File: src/hdl/sac_consts.svh
// Timing counts, gain codes and reset values for the speaker output control.
`ifndef SAC_CONSTS_SVH
`define SAC_CONSTS_SVH
// ----------------------------------------
// Gain codes, half-dB units, signed
// ----------------------------------------
`define SAC_GAIN_FIXED     8'shf9
`define SAC_GAIN_START     8'shfc
`define SAC_GAIN_LIM_STEP  8'sh01
`define SAC_GAIN_REC_STEP  8'sh02
`define SAC_GAIN_FLOOR     8'sh80
// ----------------------------------------
// Periods in fs ticks
// ----------------------------------------
`define SAC_LIM_PERIOD_FS  10'h002
`define SAC_REC_PERIOD_FS0 10'h200
`define SAC_REC_PERIOD_FS1 10'h100
`define SAC_INIT_FS0       10'h200
`define SAC_INIT_FS1       10'h100
`define SAC_CNT_RESET      10'h000
`endif

File: src/hdl/sac_pkg.sv
// Types shared by the speaker output control.
package sac_pkg;
    typedef struct packed {
        logic       beep_power_on;
        logic       beep_to_speaker_sel;
        logic       beep_to_line_sel;
        logic [1:0] speaker_gain_field;
        logic       dac_to_line_sw;
        logic       line_out_power_on;
        logic       line_power_save;
        logic       speaker_block_power_on;
        logic       speaker_save_mode_n;
        logic       speaker_level_ctrl_en;
        logic [5:0] recovery_gain_limit;
        logic       recovery_timer_sel;
    } sac_ctrl_t;

    typedef struct packed {
        logic over_limit;
        logic under_recovery;
        logic zero_cross;
    } sac_level_t;

    typedef enum logic [2:0] {
        SAC_OFF  = 3'b001,
        SAC_INIT = 3'b010,
        SAC_RUN  = 3'b100
    } sac_state_t;
endpackage

File: src/hdl/sac_output_ctrl.sv
// Speaker and line output control with speaker level control.
`timescale 1ns/10ps
`include "sac_consts.svh"
module sac_output_ctrl (
    input  wire logic               clk,
    input  wire logic               rst_n,
    input  wire logic               fs_tick_pin,
    input  wire sac_pkg::sac_ctrl_t ctrl,
    input  wire sac_pkg::sac_level_t level,
    output logic                    beep_stage_en,
    output logic                    beep_to_spk_path,
    output logic                    beep_to_line_path,
    output logic [1:0]              spk_gain_sel,
    output logic                    dac_to_line_path,
    output logic                    line_amp_en,
    output logic                    line_pulldown_en,
    output logic                    line_soft_ramp,
    output logic                    spk_block_en,
    output logic                    mixer_out_oe_n,
    output logic                    speaker_pos_oe_n,
    output logic                    speaker_neg_oe_n,
    output logic                    speaker_neg_half,
    output logic signed [7:0]       alc_gain,
    output logic                    alc_init_busy
);
    import sac_pkg::*;

    // ----------------------------------------
    // Static paths and power states
    // ----------------------------------------
    always_comb begin
        beep_stage_en     = ctrl.beep_power_on;
        // Routing follows the select bits alone, even with the stage down.
        beep_to_spk_path  = ctrl.beep_to_speaker_sel;
        beep_to_line_path = ctrl.beep_to_line_sel;
        spk_gain_sel      = ctrl.speaker_gain_field;
        dac_to_line_path  = ctrl.dac_to_line_sw &
                            ctrl.line_out_power_on;
        line_amp_en       = ctrl.line_out_power_on &
                            !ctrl.line_power_save;
        line_pulldown_en  = !ctrl.line_out_power_on &
                            !ctrl.line_power_save;
        // Save mode ramps slowly; the host owns the settle wait.
        line_soft_ramp    = ctrl.line_power_save;
        spk_block_en      = ctrl.speaker_block_power_on;
        mixer_out_oe_n    = !ctrl.speaker_block_power_on;
        speaker_pos_oe_n  = !(ctrl.speaker_block_power_on &
                              ctrl.speaker_save_mode_n);
        speaker_neg_oe_n  = !ctrl.speaker_block_power_on;
        speaker_neg_half  = ctrl.speaker_block_power_on &
                            !ctrl.speaker_save_mode_n;
    end

    // ----------------------------------------
    // Sample-rate tick synchroniser
    // ----------------------------------------
    logic [2:0] tick_sync_reg;
    logic [2:0] tick_sync_next;
    logic       fs_pulse;
    always_comb begin
        tick_sync_next = {tick_sync_reg[1:0], fs_tick_pin};
        fs_pulse       = tick_sync_reg[1] & !tick_sync_reg[2];
    end
    always_ff @(posedge clk or negedge rst_n) begin
        if (!rst_n) begin
            tick_sync_reg <= 3'h0;
        end else begin
            tick_sync_reg <= tick_sync_next;
        end
    end

    // ----------------------------------------
    // Speaker level controller
    // ----------------------------------------
    // Timer and limit are sampled live; changing them while powered is
    // undefined, so no shadow copies are kept.
    sac_state_t        state_reg;
    sac_state_t        state_next;
    logic [9:0]        cnt_reg;
    logic [9:0]        cnt_next;
    logic signed [7:0] gain_reg;
    logic signed [7:0] gain_next;
    logic              pwr_d_reg;
    logic              pwr_d_next;
    logic [9:0]        rec_period;
    logic [9:0]        init_len;
    logic signed [7:0] rec_max;

    always_comb begin
        rec_period = ctrl.recovery_timer_sel ? `SAC_REC_PERIOD_FS1
                                             : `SAC_REC_PERIOD_FS0;
        init_len   = ctrl.recovery_timer_sel ? `SAC_INIT_FS1
                                             : `SAC_INIT_FS0;
        rec_max    = $signed({2'b00, ctrl.recovery_gain_limit});
        pwr_d_next = ctrl.speaker_block_power_on;
        state_next = state_reg;
        cnt_next   = cnt_reg;
        gain_next  = gain_reg;
        unique case (state_reg)
            SAC_OFF: begin
                gain_next = `SAC_GAIN_FIXED;
                cnt_next  = `SAC_CNT_RESET;
                if (ctrl.speaker_block_power_on && !pwr_d_reg) begin
                    state_next = SAC_INIT;
                end
            end
            SAC_INIT: begin
                gain_next = `SAC_GAIN_FIXED;
                if (!ctrl.speaker_block_power_on) begin
                    state_next = SAC_OFF;
                end else if (fs_pulse) begin
                    if (cnt_reg == init_len - 10'h001) begin
                        state_next = SAC_RUN;
                        cnt_next   = `SAC_CNT_RESET;
                        gain_next  = `SAC_GAIN_START;
                    end else begin
                        cnt_next = cnt_reg + 10'h001;
                    end
                end
            end
            SAC_RUN: begin
                if (!ctrl.speaker_block_power_on) begin
                    state_next = SAC_OFF;
                end else if (!ctrl.speaker_level_ctrl_en) begin
                    gain_next = `SAC_GAIN_FIXED;
                    cnt_next  = `SAC_CNT_RESET;
                end else if (fs_pulse) begin
                    cnt_next = cnt_reg + 10'h001;
                    if (level.over_limit) begin
                        if (cnt_reg >= `SAC_LIM_PERIOD_FS - 10'h001) begin
                            cnt_next = `SAC_CNT_RESET;
                            if (gain_reg > `SAC_GAIN_FLOOR) begin
                                gain_next = gain_reg -
                                            `SAC_GAIN_LIM_STEP;
                            end
                        end
                    end else if (level.under_recovery) begin
                        if (level.zero_cross ||
                            cnt_reg >= rec_period - 10'h001) begin
                            cnt_next = `SAC_CNT_RESET;
                            if (gain_reg + `SAC_GAIN_REC_STEP <= rec_max)
                            begin
                                gain_next = gain_reg +
                                            `SAC_GAIN_REC_STEP;
                            end else if (gain_reg < rec_max) begin
                                gain_next = rec_max;
                            end
                        end
                    end else begin
                        cnt_next = `SAC_CNT_RESET;
                    end
                end
            end
        endcase
    end

    always_ff @(posedge clk or negedge rst_n) begin
        if (!rst_n) begin
            state_reg <= SAC_OFF;
            cnt_reg   <= `SAC_CNT_RESET;
            gain_reg  <= `SAC_GAIN_FIXED;
            pwr_d_reg <= 1'b0;
        end else begin
            state_reg <= state_next;
            cnt_reg   <= cnt_next;
            gain_reg  <= gain_next;
            pwr_d_reg <= pwr_d_next;
        end
    end

    always_comb begin
        alc_gain      = gain_reg;
        // Host watches this before leaving save mode to avoid pop noise.
        alc_init_busy = (state_reg == SAC_INIT);
    end

    // ----------------------------------------
    // Checks
    // ----------------------------------------
    property p_init_hold;
        @(posedge clk) disable iff (!rst_n)
        state_reg == SAC_INIT |-> gain_reg == `SAC_GAIN_FIXED;
    endproperty
    a_init_hold: assert property (p_init_hold)
        else $error("gain not held during init");

    property p_disabled;
        @(posedge clk) disable iff (!rst_n)
        (state_reg == SAC_RUN && !ctrl.speaker_level_ctrl_en &&
         ctrl.speaker_block_power_on) |=> gain_reg == `SAC_GAIN_FIXED;
    endproperty
    a_disabled: assert property (p_disabled)
        else $error("disabled gain not fixed");

    property p_rise_init;
        @(posedge clk) disable iff (!rst_n)
        (state_reg == SAC_OFF && ctrl.speaker_block_power_on && !pwr_d_reg)
        |=> state_reg == SAC_INIT;
    endproperty
    a_rise_init: assert property (p_rise_init)
        else $error("no init after power rise");

    property p_lim_down;
        @(posedge clk) disable iff (!rst_n)
        $past(state_reg) == SAC_RUN && state_reg == SAC_RUN &&
        gain_reg != $past(gain_reg) && $past(level.over_limit) &&
        $past(ctrl.speaker_level_ctrl_en)
        |-> gain_reg == $past(gain_reg) - `SAC_GAIN_LIM_STEP;
    endproperty
    a_lim_down: assert property (p_lim_down)
        else $error("limiter step wrong");

    property p_rec_max;
        @(posedge clk) disable iff (!rst_n)
        (state_reg == SAC_RUN && gain_reg > $past(gain_reg))
        |-> gain_reg <= rec_max;
    endproperty
    a_rec_max: assert property (p_rec_max)
        else $error("recovery beyond limit");

    property p_hold_mid;
        @(posedge clk) disable iff (!rst_n)
        (state_reg == SAC_RUN && ctrl.speaker_level_ctrl_en &&
         ctrl.speaker_block_power_on && !level.over_limit &&
         !level.under_recovery) |=> $stable(gain_reg);
    endproperty
    a_hold_mid: assert property (p_hold_mid)
        else $error("gain moved between thresholds");

    property p_spk_off;
        @(posedge clk) disable iff (!rst_n)
        !ctrl.speaker_block_power_on |-> mixer_out_oe_n &&
        speaker_pos_oe_n && speaker_neg_oe_n;
    endproperty
    a_spk_off: assert property (p_spk_off)
        else $error("speaker pins driven while off");

    property p_line_off;
        @(posedge clk) disable iff (!rst_n)
        (!ctrl.line_out_power_on && !ctrl.line_power_save)
        |-> line_pulldown_en && !line_amp_en && !dac_to_line_path;
    endproperty
    a_line_off: assert property (p_line_off)
        else $error("line not pulled low");

    property p_line_on;
        @(posedge clk) disable iff (!rst_n)
        (ctrl.line_out_power_on && !ctrl.line_power_save)
        |-> line_amp_en && !line_pulldown_en;
    endproperty
    a_line_on: assert property (p_line_on)
        else $error("line not enabled");

    property p_save_spk;
        @(posedge clk) disable iff (!rst_n)
        (ctrl.speaker_block_power_on && !ctrl.speaker_save_mode_n)
        |-> speaker_pos_oe_n && !speaker_neg_oe_n && speaker_neg_half;
    endproperty
    a_save_spk: assert property (p_save_spk)
        else $error("save mode pins wrong");

    property p_start_gain;
        @(posedge clk) disable iff (!rst_n)
        ($past(state_reg) == SAC_INIT && state_reg == SAC_RUN)
        |-> gain_reg == `SAC_GAIN_START;
    endproperty
    a_start_gain: assert property (p_start_gain)
        else $error("level control start gain wrong");

    property p_off_gain;
        @(posedge clk) disable iff (!rst_n)
        ($past(state_reg) == SAC_OFF && state_reg == SAC_OFF)
        |-> gain_reg == `SAC_GAIN_FIXED;
    endproperty
    a_off_gain: assert property (p_off_gain)
        else $error("gain not fixed while off");

    property p_init_tick;
        @(posedge clk) disable iff (!rst_n)
        (state_reg == SAC_INIT && ctrl.speaker_block_power_on && !fs_pulse)
        |=> state_reg == SAC_INIT;
    endproperty
    a_init_tick: assert property (p_init_tick)
        else $error("init ended without an fs tick");

    property p_mid_clear;
        @(posedge clk) disable iff (!rst_n)
        (state_reg == SAC_RUN && ctrl.speaker_block_power_on &&
         ctrl.speaker_level_ctrl_en && fs_pulse && !level.over_limit &&
         !level.under_recovery) |=> cnt_reg == `SAC_CNT_RESET;
    endproperty
    a_mid_clear: assert property (p_mid_clear)
        else $error("timer kept between thresholds");
endmodule // sac_output_ctrl

File: config.mk
export PLATFORM = sky130hd
export DESIGN_NAME = sac_output_ctrl
export DESIGN_NICKNAME = d
export VERILOG_FILES = /design/src/hdl/sac_pkg.sv /design/src/hdl/sac_output_ctrl.sv
export VERILOG_INCLUDE_DIRS = /design/src /design/src/hdl
export SDC_FILE = /design/constraint.sdc
export NUM_CORES = 1
export LEC_CHECK = 0
export BUFFER_PORTS_ARGS = -buffer_cell sky130_fd_sc_hd__buf_2
export CAP_MARGIN = 20
export CORE_MARGIN = 5
export CORE_UTILIZATION = 50
export CTS_CLUSTER_SIZE = 28
export DETAILED_ROUTE_END_ITERATION = 12
export GPL_ROUTABILITY_DRIVEN = 0
export PLACE_DENSITY = 0.77
export REMOVE_ABC_BUFFERS = 1
export SYNTH_ARGS = -nofsm -noshare
export SYNTH_HDL_FRONTEND = slang
export SYNTH_SLANG_ARGS = --single-unit
File: constraint.sdc
create_clock -name clk -period 2.82 [get_ports clk]
set_input_delay 0.564 -clock clk [delete_from_list [all_inputs] [get_ports clk]]
set_output_delay 0.564 -clock clk [all_outputs]
set_load 0.01 [all_outputs]
==> flow_summary.json <==
{
  "status": "finished, final reports clean",
  "power_density_nw_per_um2": 436,
  "largest_reg_flops": 10,
  "swShare": 0.382,
  "die-width_um": 75.6,
  "skew_ns": 0.00605,
  "p_comb_frac": 0.388,
  "p_int_uw": 656,
  "cp-start-kind": "flop",
  "vias": 1996,
  "drive_gt1_frac": 0.260,
  "clk_pin_slew_ns": 0.09,
  "totalWireLength_mm": 5.18,
  "root_buffer": "clkbuf_8",
  "seq_area_frac_synth": 0.295,
  "vdd_drop_max_v": 0.000426,
  "synth-edff-count": 0,
  "crit_chain": "ha_1, nand3_2, xnor2_2, ha_1, and4_1, o21ai_0, a32oi_1, o21bai_2, buf_4, mux2_2, o22ai_1, o2bb2ai_1",
  "cts_tree": "yes",
  "max_clock_freq_mhz": 369,
  "setup_viol": 0,
  "port_buffers": 36,
  "slew_headroom": 0.613,
  "wl_met3_um": 341,
  "critPathKind": "flop to flop",
  "die-area_um2": 5720,
  "drc_errors": 0,
  "final_cell_mix": "buf_2, nor2_1, o21ai_0",
  "switchingPower_uw": 406,
  "drt-pass1-iter-count": 4,
  "row_count": 23,
  "postRouteAntennaNets": 0,
  "drtIter0Drc": 147,
  "synth.yosys.warnings": 0,
  "cts_buffers": 3,
  "hold_ws_ns": 0.287,
  "grtUsageTotal": 0.197,
  "timing.final.ws_setup_ns": 0.112,
  "period_minus_slack_ns": 2.71,
  "viasPerCell": 5.89,
  "p_seq_frac": 0.414,
  "cts.sinks": 25,
  "path_common_cell": "ha_1",
  "dp_slack_ns": 0.119,
  "final-hold-violation-count": 0,
  "highest_layer": "met4",
  "core_area_um2": 4090,
  "worst_pin_slew_ns": 0.581,
  "crit_fanout": 4,
  "dp_hpwl_mm": 3.89,
  "min_period_over_period": 0.960,
  "maxCapViolCount": 0,
  "wl_met2_mm": 2.45,
  "wl_per_cell_um": 15.3,
  "p_leak_nw": 1.13,
  "cts.htree.levels": 1,
  "wl_met1_mm": 2.25,
  "die_y_um": 75.6,
  "grt-ovfl-total": 0,
  "clkPwrFrac": 0.198,
  "slowest_delay_ns": 0.41,
  "crit_required_ns": 3.02,
  "initial_utilization": 0.527,
  "grt_max_degree": 26,
  "ys_types": 57,
  "cp_top_family": "compound AO/OA/AOI/OAI gates",
  "clockBufferDepth": 2,
  "grt_pass1_vias": 1929,
  "min_path_type": "input pin to async pin",
  "crit_path_end_kind": "flop",
  "io_pins": 47,
  "antenna_found_initial": 0,
  "slowest_stage": "dfrtp_1",
  "synth-main-ff-cell": "dfrtp_1",
  "grt_pass1_wl_mm": 8.73,
  "final_nets": 334,
  "final-max-slew-violation-count": 0,
  "cp.arrival_ns": 2.91,
  "syn_area_per_cell_um2": 8.47,
  "postSynthCellCount": 254,
  "synth_seq_cells": 25,
  "syn_to_final_growth_pct": 13.3,
  "clkLatencyLatePin_ns": 0.27,
  "num_antenna_cells": 0,
  "async_reset_ff_frac": 1.00,
  "final_common_cell": "buf_2",
  "cts_hold_buf": 0,
  "path_buf_inv": 1,
  "synth_area_um2": 2150
}
## cell families (layout without fill, tap and decap cells)
logic type	Yosys count	in the layout	synth area share
AO/OA/AOI/OAI	66	66	0.215
AND/OR/NAND/NOR	100	100	0.245
multiplexers	5	5	0.0244
XOR/XNOR	7	7	0.0285
buffers and inverters	31	66	0.0762
adder cells (fa/ha/maj)	20	20	0.116
flip-flops	25	25	0.295
## through the flow
step	area (µm²)	std cells	TNS, ns	util	total power, mW
floorplan	2040	237	0	-	0.705
global placement	2360	333	0	0.577	0.842
CTS	2400	337	0	0.588	1.07
detailed placement	2360	333	0	0.577	0.850
finish	2440	339	0	0.596	1.06
global route	2440	339	-0.279	0.596	1.15
## worst register-to-register path, stage by stage (launching register included)
cell and delay, ns:
dfrtp_1 0.41, ha_1 0.23, nand3_2 0.12, xnor2_2 0.16, ha_1 0.31, and4_1 0.21
o21ai_0 0.09, a32oi_1 0.15, o21bai_2 0.24, buf_4 0.16, mux2_2 0.33, o22ai_1 0.11
o2bb2ai_1 0.12
## path summary, 6_finish.rpt
check	start	end	slack [ns]	cells past startpoint
worst max register to register	alc_gain[1]	alc_gain[4]	0.11	12
worst min register to register	tick_sync_reg[0]	tick_sync_reg[1]	0.37	0
worst min-delay path	rst_n	state_reg[1]	0.29	1
worst max-delay path	alc_gain[1]	alc_gain[4]	0.11	12
max in group asynchronous	rst_n	alc_gain[2]	2.12	1
min in group clk	tick_sync_reg[0]	tick_sync_reg[1]	0.37	0
## layout make-up
class                   count  area (µm²)
inverters                  14        52.6
repair buffers             48         270
multi-input cells         198        1370
clock buffers               3        41.3
clock inverters             1        5.00
flip-flops and latches     25         636
fillers                   387        1650
well taps                  50        62.6
## synth_stat cells, types with 2 or more instances
master,count,share of area
dfrtp_1,18,0.21
o2bb2ai_1,2,0.0081
nor2b_1,6,0.017
nor4_1,3,0.0087
a21oi_1,10,0.023
dfstp_2,7,0.085
nor2_1,23,0.040
a21o_1,2,0.0070
nor3_1,7,0.016
ha_1,20,0.12
and4_1,3,0.012
a21oi_4,2,0.015
xor2_1,4,0.016
o21ai_0,21,0.049
o31ai_1,5,0.017
mux2i_1,3,0.014
nor3b_1,3,0.010
inv_1,14,0.024
or3_1,3,0.0087
buf_2,5,0.012
a31oi_1,2,0.0058
and2_1,3,0.0087
o22ai_1,2,0.0058
nand2_1,19,0.033
nand3_1,12,0.028
a211oi_1,3,0.010
nand2b_1,6,0.017
mux2_2,2,0.010
xnor2_1,3,0.012
clkbuf_1,2,0.0035
buf_4,9,0.031
nand4_1,5,0.015
## power groups by stage
stage                     sequential (mW)  combinational, mW  clock (mW)
after floorplan                     0.437              0.269           0
after global placement              0.446              0.396           0
after detailed placement            0.448              0.403           0
after CTS                           0.441              0.408       0.222
after global routing                0.449              0.463       0.239
final                               0.440              0.412       0.210
## layer usage
layer,track usage,vias to the layer above
met5,0,-
met3,0.0303,13
li1,-,983
met4,0.0660,0
met1,0.257,926
met2,0.333,74
## timing repair
item / CTS / global route
setup endpoints to repair: 0 / 8
gates resized for setup: 0 / 4
buffers inserted: 0 / 2
Note: power is estimated with default switching activity, not from simulation.
